===== src/design/wese_pkg.sv =====
// shared constants for the wake event status and enable block
package wese_pkg;

  // register indices; byte address is four times the index
  localparam logic [5:0] IDX_STATUS_GRP5 = 6'h08;
  localparam logic [5:0] IDX_RESERVED_ZERO = 6'h09;
  localparam logic [5:0] IDX_EN_MISC = 6'h0a;
  localparam logic [5:0] IDX_EN_GRP1 = 6'h0b;
  localparam logic [5:0] IDX_EN_GRP2 = 6'h0c;
  localparam logic [5:0] IDX_WAKE_CTRL = 6'h10;
  localparam logic [5:0] IDX_IRQ_STATUS = 6'h11;
  localparam logic [5:0] IDX_IRQ_MASK = 6'h12;

  // reset values, applied only by the standby-power reset
  localparam logic [7:0] WAKE_STATUS_RESET = 8'h00;
  localparam logic [7:0] WAKE_ENABLE_RESET = 8'h00;
  localparam logic [7:0] WAKE_CTRL_RESET = 8'h00;
  localparam logic [7:0] IRQ_STATUS_RESET = 8'h00;
  localparam logic [7:0] IRQ_MASK_RESET = 8'h00;

  // bit positions of the miscellaneous enable register
  localparam int CONSUMER_INFRARED_POS = 0;
  localparam int RING_TWO_POS = 1;
  localparam int RING_ONE_POS = 2;
  localparam int KEYBOARD_POS = 3;
  localparam int MOUSE_POS = 4;
  localparam int SPECIFIC_KEY_POS = 5;
  localparam int FAN_ONE_POS = 6;
  localparam int FAN_TWO_POS = 7;

  // group-2 enable bit that stands for the grouped interrupt
  localparam int GROUPED_INT_POS = 3;

  // control and interrupt field positions
  localparam int GLOBAL_ENABLE_POS = 0;
  localparam int IRQ_GRP5_EVENT_POS = 0;
  localparam int IRQ_WAKE_ASSERT_POS = 1;

  // bus responses
  localparam logic [1:0] RESP_OKAY = 2'h0;
  localparam logic [1:0] RESP_SLVERR = 2'h2;

endpackage


===== src/design/wese_flag_if.sv =====
// sticky flag bank connection between owner logic and a flag bank
interface wese_flag_if #(parameter int W = 8);
  logic [W-1:0] set;
  logic [W-1:0] w1c;
  logic rd_clr;
  logic [W-1:0] flags;
  modport bank (input set, input w1c, input rd_clr, output flags);
  modport owner (output set, output w1c, output rd_clr, input flags);
endinterface


===== src/design/wese_sticky.sv =====
// bank of sticky flags with write-one clear and read clear
module wese_sticky
  import wese_pkg::*;
#(
  parameter int W = 8,
  parameter logic [W-1:0] RESET_VALUE = '0
)
(
  input wire logic aclk,
  input wire logic aresetn,
  wese_flag_if.bank f
);
  typedef struct packed
  {
    logic [W-1:0] flags;
  } wese_sticky_state_t;

  wese_sticky_state_t s;
  wese_sticky_state_t next_s;

  // a set in the same cycle as a clear wins so no event is lost
  always_comb
  begin
    next_s = s;
    next_s.flags = (s.flags & ~f.w1c & ~{W{f.rd_clr}}) | f.set;
  end

  always_ff @(posedge aclk)
  begin
    if (!aresetn)
      s.flags <= RESET_VALUE;
    else
      s <= next_s;
  end

  assign f.flags = s.flags;
endmodule


===== src/design/wese_gate.sv =====
// per-source status and enable products folded onto the wake request
module wese_gate
  import wese_pkg::*;
#(
  parameter int N = 24
)
(
  input wire logic aclk,
  input wire logic aresetn,
  input wire logic [N-1:0] status,
  input wire logic [N-1:0] enable,
  input wire logic global_enable,
  output logic wake_request_n
);
  typedef struct packed
  {
    logic req_n;
  } wese_gate_state_t;

  wese_gate_state_t s;
  wese_gate_state_t next_s;
  logic [N-1:0] hit;

  // a source counts only with its status and its enable both set
  for (genvar i = 0; i < N; i++)
  begin : g_src
    assign hit[i] = status[i] & enable[i];
  end

  // active low, gated as a whole by the global enable
  always_comb
  begin
    next_s = s;
    next_s.req_n = !(global_enable && (|hit));
  end

  always_ff @(posedge aclk)
  begin
    if (!aresetn)
      s.req_n <= 1'b1;
    else
      s <= next_s;
  end

  assign wake_request_n = s.req_n;
endmodule


===== src/design/wese_top.sv =====
// wake event status and enable registers behind an axi4-lite slave
//
// The AXI4-Lite slave port was decided locally.
module wese_top
  import wese_pkg::*;
#(
  parameter int ADDR_W = 8
)
(
  input wire logic aclk,
  input wire logic aresetn,
  input wire logic [ADDR_W-1:0] s_axi_awaddr,
  input wire logic s_axi_awvalid,
  output logic s_axi_awready,
  input wire logic [31:0] s_axi_wdata,
  input wire logic [3:0] s_axi_wstrb,
  input wire logic s_axi_wvalid,
  output logic s_axi_wready,
  output logic [1:0] s_axi_bresp,
  output logic s_axi_bvalid,
  input wire logic s_axi_bready,
  input wire logic [ADDR_W-1:0] s_axi_araddr,
  input wire logic s_axi_arvalid,
  output logic s_axi_arready,
  output logic [31:0] s_axi_rdata,
  output logic [1:0] s_axi_rresp,
  output logic s_axi_rvalid,
  input wire logic s_axi_rready,
  input wire logic [7:0] pin_group5_wake,
  input wire logic consumer_infrared_wake,
  input wire logic ring_indicator_one,
  input wire logic ring_indicator_two,
  input wire logic keyboard_wake,
  input wire logic mouse_wake,
  input wire logic specific_key_wake,
  input wire logic fan_speed_input_one,
  input wire logic fan_speed_input_two,
  input wire logic [7:0] pin_group1_wake_status,
  input wire logic [7:0] pin_group2_wake_status,
  input wire logic grouped_interrupt_wake,
  output logic wake_request_n,
  output logic irq
);
  typedef struct packed
  {
    logic awready;
    logic wready;
    logic have_aw;
    logic have_w;
    logic [ADDR_W-1:0] waddr;
    logic [7:0] wdata;
    logic wlane0;
    logic bvalid;
    logic [1:0] bresp;
    logic arready;
    logic rd_pend;
    logic [ADDR_W-1:0] raddr;
    logic rvalid;
    logic [1:0] rresp;
    logic [7:0] rdata;
    logic [7:0] wake_enable_misc_sources;
    logic [7:0] wake_enable_pin_group1;
    logic [7:0] wake_enable_pin_group2;
    logic [7:0] wake_ctrl;
    logic [7:0] irq_mask;
    logic prev_req_n;
    logic irq;
  } wese_top_state_t;

  wese_top_state_t s;
  wese_top_state_t next_s;

  wese_flag_if #(.W(8)) status5_if ();
  wese_flag_if #(.W(8)) irq_if ();

  logic [7:0] misc_status;
  logic [7:0] grp2_status;
  logic gate_req_n;
  logic wr_fire;
  logic rd_fire;
  logic [5:0] wr_idx;
  logic [5:0] rd_idx;
  logic wr_mapped;
  logic rd_mapped;
  logic [7:0] rd_value;

  // group-5 status bits, reset only by the standby-power reset
  wese_sticky #(
    .W(8),
    .RESET_VALUE(WAKE_STATUS_RESET)
  ) u_status5 (
    .aclk(aclk),
    .aresetn(aresetn),
    .f(status5_if.bank)
  );

  // interrupt status bits, cleared by reading them
  wese_sticky #(
    .W(8),
    .RESET_VALUE(IRQ_STATUS_RESET)
  ) u_irq_status (
    .aclk(aclk),
    .aresetn(aresetn),
    .f(irq_if.bank)
  );

  // the misc sources placed at their enable bit positions
  always_comb
  begin
    misc_status = 8'h00;
    misc_status[CONSUMER_INFRARED_POS] = consumer_infrared_wake;
    misc_status[RING_TWO_POS] = ring_indicator_two;
    misc_status[RING_ONE_POS] = ring_indicator_one;
    misc_status[KEYBOARD_POS] = keyboard_wake;
    misc_status[MOUSE_POS] = mouse_wake;
    misc_status[SPECIFIC_KEY_POS] = specific_key_wake;
    misc_status[FAN_ONE_POS] = fan_speed_input_one;
    misc_status[FAN_TWO_POS] = fan_speed_input_two;
  end

  // group-2 pin 3 has no wake role; the grouped interrupt takes its slot
  always_comb
  begin
    grp2_status = pin_group2_wake_status;
    grp2_status[GROUPED_INT_POS] = grouped_interrupt_wake;
  end

  // enable bits line up one to one with the assembled status vector
  // the gate flop costs one cycle of latency but keeps the wake line glitch free
  wese_gate #(
    .N(24)
  ) u_gate (
    .aclk(aclk),
    .aresetn(aresetn),
    .status({grp2_status, pin_group1_wake_status, misc_status}),
    .enable({s.wake_enable_pin_group2, s.wake_enable_pin_group1,
             s.wake_enable_misc_sources}),
    .global_enable(s.wake_ctrl[GLOBAL_ENABLE_POS]),
    .wake_request_n(gate_req_n)
  );

  // address decode; bits above the index are checked, the two bits below the word are ignored
  always_comb
  begin
    wr_idx = s.waddr[7:2];
    rd_idx = s.raddr[7:2];
    wr_mapped = 1'b0;
    rd_mapped = 1'b0;
    if (ADDR_W > 8 && (s.waddr >> 8) != '0)
      wr_mapped = 1'b0;
    else if (wr_idx >= IDX_STATUS_GRP5 && wr_idx <= IDX_EN_GRP2)
      wr_mapped = 1'b1;
    else if (wr_idx >= IDX_WAKE_CTRL && wr_idx <= IDX_IRQ_MASK)
      wr_mapped = 1'b1;
    if (ADDR_W > 8 && (s.raddr >> 8) != '0)
      rd_mapped = 1'b0;
    else if (rd_idx >= IDX_STATUS_GRP5 && rd_idx <= IDX_EN_GRP2)
      rd_mapped = 1'b1;
    else if (rd_idx >= IDX_WAKE_CTRL && rd_idx <= IDX_IRQ_MASK)
      rd_mapped = 1'b1;
  end

  // read value of the addressed register
  always_comb
  begin
    rd_value = 8'h00;
    if (!rd_mapped)
      rd_value = 8'h00;
    else if (rd_idx == IDX_STATUS_GRP5)
      rd_value = status5_if.flags;
    else if (rd_idx == IDX_RESERVED_ZERO)
      rd_value = 8'h00;
    else if (rd_idx == IDX_EN_MISC)
      rd_value = s.wake_enable_misc_sources;
    else if (rd_idx == IDX_EN_GRP1)
      rd_value = s.wake_enable_pin_group1;
    else if (rd_idx == IDX_EN_GRP2)
      rd_value = s.wake_enable_pin_group2;
    else if (rd_idx == IDX_WAKE_CTRL)
      rd_value = s.wake_ctrl;
    else if (rd_idx == IDX_IRQ_STATUS)
      rd_value = irq_if.flags;
    else if (rd_idx == IDX_IRQ_MASK)
      rd_value = s.irq_mask;
  end

  // the write lands once address and data have both been taken
  // bvalid in the guard stops a held pair from landing twice before the answer
  assign wr_fire = s.have_aw && s.have_w && !s.bvalid;
  assign rd_fire = s.rd_pend;

  // group-5 status: pins set, software clears by writing ones
  always_comb
  begin
    status5_if.set = pin_group5_wake;
    status5_if.w1c = 8'h00;
    status5_if.rd_clr = 1'b0;
    if (wr_fire && s.wlane0 && wr_mapped && wr_idx == IDX_STATUS_GRP5)
      status5_if.w1c = s.wdata;
  end

  // interrupt events: a new group-5 bit, or the wake request going active
  // bit 0 only sees a fresh group-5 bit, so a held pin gives a single event
  always_comb
  begin
    irq_if.set = 8'h00;
    irq_if.set[IRQ_GRP5_EVENT_POS] = |(pin_group5_wake & ~status5_if.flags);
    irq_if.set[IRQ_WAKE_ASSERT_POS] = s.prev_req_n && !gate_req_n;
    irq_if.w1c = 8'h00;
    irq_if.rd_clr = rd_fire && rd_mapped && rd_idx == IDX_IRQ_STATUS;
  end

  // bus handshakes, register writes and the interrupt level
  always_comb
  begin
    next_s = s;
    // write address and data are taken independently, in any order
    if (s_axi_awvalid && s.awready)
    begin
      next_s.awready = 1'b0;
      next_s.have_aw = 1'b1;
      next_s.waddr = s_axi_awaddr;
    end
    if (s_axi_wvalid && s.wready)
    begin
      next_s.wready = 1'b0;
      next_s.have_w = 1'b1;
      next_s.wdata = s_axi_wdata[7:0];
      next_s.wlane0 = s_axi_wstrb[0];
    end
    // only byte lane 0 carries data; other lanes are accepted and dropped
    if (wr_fire)
    begin
      next_s.have_aw = 1'b0;
      next_s.have_w = 1'b0;
      next_s.bvalid = 1'b1;
      next_s.bresp = wr_mapped ? RESP_OKAY : RESP_SLVERR;
      if (s.wlane0 && wr_mapped)
      begin
        if (wr_idx == IDX_EN_MISC)
          next_s.wake_enable_misc_sources = s.wdata;
        else if (wr_idx == IDX_EN_GRP1)
          next_s.wake_enable_pin_group1 = s.wdata;
        else if (wr_idx == IDX_EN_GRP2)
          next_s.wake_enable_pin_group2 = s.wdata;
        else if (wr_idx == IDX_WAKE_CTRL)
          next_s.wake_ctrl = s.wdata & 8'h01;
        else if (wr_idx == IDX_IRQ_MASK)
          next_s.irq_mask = s.wdata & 8'h03;
      end
    end
    // channels reopen only once the response has gone
    if (s.bvalid && s_axi_bready)
    begin
      next_s.bvalid = 1'b0;
      next_s.awready = 1'b1;
      next_s.wready = 1'b1;
    end
    // read: take the address, look up one cycle later, then answer
    if (s_axi_arvalid && s.arready)
    begin
      next_s.arready = 1'b0;
      next_s.rd_pend = 1'b1;
      next_s.raddr = s_axi_araddr;
    end
    if (rd_fire)
    begin
      next_s.rd_pend = 1'b0;
      next_s.rvalid = 1'b1;
      next_s.rdata = rd_value;
      next_s.rresp = rd_mapped ? RESP_OKAY : RESP_SLVERR;
    end
    if (s.rvalid && s_axi_rready)
    begin
      next_s.rvalid = 1'b0;
      next_s.arready = 1'b1;
    end
    next_s.prev_req_n = gate_req_n;
    // level interrupt, one cycle behind the status bits
    next_s.irq = |(irq_if.flags & s.irq_mask);
  end

  // aresetn is the standby-power reset; main resets do not reach here
  // main and soft resets have no port, so all software-visible state survives them
  always_ff @(posedge aclk)
  begin
    if (!aresetn)
    begin
      s.awready <= 1'b1;
      s.wready <= 1'b1;
      s.have_aw <= 1'b0;
      s.have_w <= 1'b0;
      s.waddr <= '0;
      s.wdata <= 8'h00;
      s.wlane0 <= 1'b0;
      s.bvalid <= 1'b0;
      s.bresp <= RESP_OKAY;
      s.arready <= 1'b1;
      s.rd_pend <= 1'b0;
      s.raddr <= '0;
      s.rvalid <= 1'b0;
      s.rresp <= RESP_OKAY;
      s.rdata <= 8'h00;
      s.wake_enable_misc_sources <= WAKE_ENABLE_RESET;
      s.wake_enable_pin_group1 <= WAKE_ENABLE_RESET;
      s.wake_enable_pin_group2 <= WAKE_ENABLE_RESET;
      s.wake_ctrl <= WAKE_CTRL_RESET;
      s.irq_mask <= IRQ_MASK_RESET;
      s.prev_req_n <= 1'b1;
      s.irq <= 1'b0;
    end
    else
    begin
      s <= next_s;
    end
  end

  // every bus output comes straight from the state register
  assign s_axi_awready = s.awready;
  assign s_axi_wready = s.wready;
  assign s_axi_bvalid = s.bvalid;
  assign s_axi_bresp = s.bresp;
  assign s_axi_arready = s.arready;
  assign s_axi_rvalid = s.rvalid;
  assign s_axi_rresp = s.rresp;
  assign s_axi_rdata = {24'h000000, s.rdata};
  assign wake_request_n = gate_req_n;
  assign irq = s.irq;
endmodule


===== config.mk =====
export PLATFORM = sky130hd
export DESIGN_NAME = wese_top
export DESIGN_NICKNAME = d
export VERILOG_FILES = /design/src/design/wese_pkg.sv /design/src/design/wese_flag_if.sv /design/src/design/wese_sticky.sv /design/src/design/wese_gate.sv /design/src/design/wese_top.sv
export SDC_FILE = /design/constraint.sdc
export NUM_CORES = 1
export LEC_CHECK = 0
export BUFFER_PORTS_ARGS = -buffer_cell sky130_fd_sc_hd__buf_2
export CORE_MARGIN = 2
export CORE_UTILIZATION = 34
export DETAILED_ROUTE_END_ITERATION = 10
export GPL_TIMING_DRIVEN = 0
export SLEW_MARGIN = 20
export SYNTH_ARGS = -nofsm -noshare
export SYNTH_HDL_FRONTEND = slang
export SYNTH_SLANG_ARGS = --single-unit

===== constraint.sdc =====
create_clock -name aclk -period 4 [get_ports aclk]
set_input_delay 0.2 -clock aclk [delete_from_list [all_inputs] [get_ports aclk]]
set_output_delay 0.2 -clock aclk [all_outputs]
set_load 0.1 [all_outputs]

## Word-level counts from Yosys, hierarchy flattened

Index checks and enable logic that the tools add are counted.

| word-level totals | value |
|---|---|
| bits in writable memories | 0 |
| latch bits | 0 |
| memory bits (read-only) | 0 |
| output and inout port bits | 43 |
| flip-flop bits (word level) | 91 |
| memories | 0 |
| input port bits | 92 |
| word-level logic and storage cells | 135 |

| cells by class | value |
|---|---|
| equal/unequal tests | 14 |
| bitwise operators | 38 |
| shift operators | 0 |
| $add $sub $neg | 0 |
| reduce and logical (&&, ||, !) cells | 34 |
| muxes and demuxes | 16 |
| divide/modulo/power cells | 0 |
| $lt $le $gt $ge | 8 |
| multiply operators | 0 |

Operators by type and width:

| kind | number |
|---|---|
| two-way mux 8 bit | 9 |
| equality test 6 x 4 -> 1 bit (second input constant) | 9 |
| equality test 6 x 5 -> 1 bit (second input constant) | 5 |
| AND 1 bit | 24 |
| AND 8 bit | 3 |
| inverter 8 bit | 3 |
| OR reduction 24 bit | 1 |
| logical AND 1 bit | 19 |
| OR reduction 8 bit | 2 |
| >= comparator 6 x 4 -> 1 bit (second input constant) | 2 |
| >= comparator 6 x 5 -> 1 bit (second input constant) | 2 |
| less-or-equal comparator 6 x 4 -> 1 bit (second input constant) | 2 |
| less-or-equal comparator 6 x 5 -> 1 bit (second input constant) | 2 |
| AND 8 x 2 -> 8 bit | 1 |
| OR 8 x 2 -> 8 bit | 1 |
| OR 8 bit | 1 |
| OR reduction 2 bit | 4 |
| AND reduction 7 bit | 1 |
| two-way mux 2 bit | 3 |
| AND reduction 6 bit | 1 |
| inverter 1 bit | 5 |
| AND reduction 5 bit | 1 |
| two-way mux 1 bit | 4 |
| AND reduction 4 bit | 1 |
| other kinds (2) | 4 |

## Depth between registers and ports, before layout

| depth | value |
|---|---|
| depth in word-level cells | 10 |
| gate-level depth with buffers | 6 |
| gate-level depth less buffers | 5 |

## Modules after synthesis

From an unflattened synthesis, not the netlist that was laid out.

| unflattened totals | value |
|---|---|
| cells, all modules | 494 |
| area, all modules | 4214.0 µm² |

Modules (own cells, without submodules):

| module | cells an instance | area an instance (µm²) | instances | sequential area each (µm²) |
|---|---|---|---|---|
| wese_top | 411 | 3448.3 | 1 | 1361.3 |
| wese_sticky | 33 | 311.5 | 2 | 160.2 |
| wese_gate | 17 | 142.6 | 1 | 20.0 |

## Worst setup path after synthesis

No wires, ideal clock.

| timing path | value |
|---|---|
| kind | reg-to-reg |
| from | register s (netlist bit s_axi_bvalid) |
| to | register u_status5.f.flags[0] (netlist name) |
| required time | 3.859 ns |
| clock period less this slack | 2.256 ns |
| buffers on the path | 0 |
| cell stages (with the launch flop) | 5 |
| slack | 1.744 ns |
| arrival | 2.115 ns |
| setup time | 0.141 ns |
| path through | dfxtp_1 -> nand3b_1 -> nor4b_4 -> nor4b_2 -> a31oi_1 |

| on the way | value |
|---|---|
| cells in the longest elaborated chain, start to end | 9 |

Ends and longest elaborated chain:

| item | line | RTL |
|---|---|---|
| from (decl) | wese_top.sv:70 | `wese_top_state_t s;` |
| from (signal assigned) | wese_top.sv:314 | `s <= next_s;` |
| logical NOT 1 bit | wese_top.sv:189 | `assign wr_fire = s.have_aw && s.have_w && !s.bvalid;` |
| logical AND 1 bit | wese_top.sv:189 |  |
| logical AND 1 bit (3 in a row) | wese_top.sv:198 | `if (wr_fire && s.wlane0 && wr_mapped && wr_idx == IDX_STATUS_GRP5)` |
| two-way mux 8 bit | wese_top.sv:198 |  |
| inverter 8 bit | wese_sticky.sv:25 | `next_s.flags = (s.flags & ~f.w1c & ~{W{f.rd_clr}}) \| f.set;` |
| AND 8 bit | wese_sticky.sv:25 |  |
| OR 8 bit | wese_sticky.sv:25 |  |

Every way passes these cells.
A chain may end at the register's enable or synchronous reset.

## Worst setup path in the final report

| timing path | value |
|---|---|
| from | register s (netlist bit s_axi_bvalid) |
| to | register u_status5.f.flags[7] (netlist name) |

| on the way | value |
|---|---|
| cells in the longest elaborated chain, start to end | 9 |

Ends and longest elaborated chain:

| item | line |
|---|---|
| logical NOT 1 bit | wese_top.sv:189 |
| logical AND 1 bit | wese_top.sv:189 |
| logical AND 1 bit (3 in a row) | wese_top.sv:198 |
| two-way mux 8 bit | wese_top.sv:198 |
| inverter 8 bit | wese_sticky.sv:25 |
| AND 8 bit | wese_sticky.sv:25 |
| OR 8 bit | wese_sticky.sv:25 |

Every way passes these cells.

==> results_dict.tcl <==
set metrics [dict create \
    status "finished, final reports clean" \
    cts_hold_buf 0 \
    reg2reg_to "u_status5.f.flags[7]" \
    rsz0062_at_grt "no" \
    ys_seq_area_share_pct 42.6 \
    route.vias.total 3395 \
    p_per_area_nw_per_um2 416 \
    synth_top_area_share_pct 42.6 \
    yosysUniqueCellTypes 51 \
    grt_pass1_vias 3293 \
    dp_slack_ns 1.73 \
    n_antenna_cell 0 \
    grt_pass1_wl_mm 16.7 \
    clk_transition_reported_paths_ns 0.06 \
    fin_area_um2 4950 \
    drive_gt1_share_pct 27.2 \
    leakagePower_nw 2.17 \
    grtUsageTotal_pct 16.7 \
    r2r-start "s_axi_bvalid" \
    slowest_delay_ns 0.85 \
    die_w_um 112 \
    skew_ns 0.00681 \
    numPortBuffers 74 \
    clock_latency_ns 0.33 \
    setup_ws_ns 1.75 \
    max_slew_margin_pct 35.8 \
    crit_start "s_axi_bvalid" \
    finalSetupViolCount 0 \
    drt-pass1-iter-count 5 \
    reg2reg_depth 4 \
    drt_iter0_drc 122 \
    clock-root-buffer "clkbuf_16" \
    initial_core_util_pct 34.9 \
    cts_buffers 9 \
    async_flop_share_pct 0 \
    hp-class "in2reg" \
    min_period_ns 2.25 \
    rows 39 \
    synthTopCellsByCount "dfxtp_1, nand2_1, buf_4" \
    gp_congestion 0.879 \
    hold_viol 0 \
    fmax_mhz 444 \
    dpl.hpwl_mm 8.04 \
    nets 632 \
    synth.area.top_cells "dfxtp_1, buf_4, mux2i_1" \
    postCtsSetupBuffers 0 \
    final_max_slew_viol_count 0 \
    h-tree-depth 3 \
    crit_slowest_cell "nor4b_2" \
    io_pins 135 \
    core_um2 11500 \
    cp.required_ns 4.18 \
    die_h_um 112 \
    clock_path_buffers 2 \
    netlist_area_um2 4000 \
    place_area_um2 4640 \
    final_util_pct 43.2 \
    syn_avg_cell_area_um2 9.30 \
    synth_most_common_cell "dfxtp_1" \
    arrival_ns 2.43 \
    grt-ovfl-total 0 \
    synth_edf_count 0 \
    drt.antenna.violating_nets 0 \
    cts.sinks 85 \
    drc 0 \
    cts_tree "done" \
    die-area_um2 12600 \
    synthCells 430 \
    cp-end-kind "flip-flop" \
    cp-start-kind "flip-flop" \
    synth_warnings 0 \
    worstSetupPathType "reg2reg" \
    rrSetupSlack_ns 1.75 \
    cp_max_fo 8 \
    areaGrowthSynthToFinish_pct 23.8 \
    viasPerCell 4.93 \
    avgRoutedWirePerCell_um 15.2 \
    yosys.area.top_type "dfxtp_1" \
    max_cap_viol_count 0 \
    endpoint "u_status5.f.flags[7]" \
    synthFlopType "dfxtp_1" \
    worst_pin_slew_ns 0.960 \
    routed_wl_mm 10.4 \
    cts_resized 0 \
    crit_path_cell_trace "nand3b_1 > nor4b_4 > nor4b_2 > a31oi_1" \
    finalSetupTns_ns 0 \
    ys_ff_latch 85 \
    antenna_found_initial 0 \
    peakVddDrop_mv 0.233 \
    grt_max_degree 16 \
    fin_crit_sh_pct 56.4 \
]
-- stage by stage --
step | power [W] | instances | hold WS (ns)
6_report | 0.00206 | 688 | 0.0892
5_1_grt | 0.00213 | 688 | 0.119
4_1_cts | 0.00207 | 688 | 0.0916
3_5_place_dp | 0.00123 | 672 | 0.438
3_3_place_gp | 0.00122 | 672 | 0.410
2_1_floorplan | 0.00116 | 455 | 0.300
-- flip-flops by register name, summed over array words and instances, names as in the netlist, 6 cells and up --
signal / count
u_status5.f.flags: 8
s: 45
u_irq_status.f.flags: 8
s_axi_rdata: 8
rd_idx: 6
-- cell families (layout without fill, tap and decap cells) --
family,after synthesis,count (layout),synth area share (%)
AOI/OAI and AO/OA,103,103,18.8
buffers and inverters,68,158,10.4
DFF,85,85,42.6
muxes,27,27,6.76
other,1,26,0.0938
and+or+nand+nor,146,146,21.4
-- power breakdown --
part	switching [W]	internal (W)	total (W)
clock	0.000347	0.000505	0.000853
sequential	0.0000278	0.000872	0.000900
combinational	0.000219	0.0000872	0.000306
-- worst min-delay path by stage --
stage	from	endpoint	slack [ns]	cells after the start
6_report	s_axi_wvalid	s_axi_wready	0.09	2
3_5_place_dp	s_axi_wvalid	s_axi_wready	0.44	2
3_3_place_gp	s_axi_wvalid	s_axi_wready	0.41	2
5_1_grt	s_axi_wvalid	s_axi_wready	0.12	2
4_1_cts	s_axi_wvalid	s_axi_wready	0.09	2
2_1_floorplan	s_axi_wvalid	s_axi_wready	0.30	1
-- critical path, delay by kind of cell, from the launching register on --
family | cells | cell delay, ns
simple gates | 3 | 1.61
compound gates | 1 | 0.18
flops | 1 | 0.32
-- placed cells by master, fill, tap and decap left out, drive strengths merged, types with 3 or more instances in the layout --
cell type	n
nor4b	3
or3	6
clkinvlp	3
conb	26
a211oi	3
nand2b	6
dfxtp	85
nand3b	3
o22ai	5
a31oi	8
a21oi	4
clkbuf	24
mux2i	27
a22oi	14
buf	115
nor3b	3
nor2	12
nand2	46
nand4	3
nor2b	32
a222oi	6
nand3	15
a221o	8
a21boi	25
o21ai	18
o21a	4
inv	15
and3	7
-- metal layers --
metal  GRT usage, %  share of wire [%]  vias up
li1               -                  -     1704
met5              0                  0        -
met4           6.59                2.6        0
met1           21.5                 45     1555
met3           3.51                6.5       19
met2           27.4                 46      117
-- layout make-up --
cell class | count | area [um2]
sequential | 85 | 1700
inverter | 13 | 48.8
timing repair buffer | 74 | 370
tap | 143 | 179
clock buffer | 10 | 239
multi-input combinational | 302 | 1980
clock inverter | 6 | 70.1
buffer | 55 | 367
fill | 1177 | 6520
(Power assumes the default switching activity.)
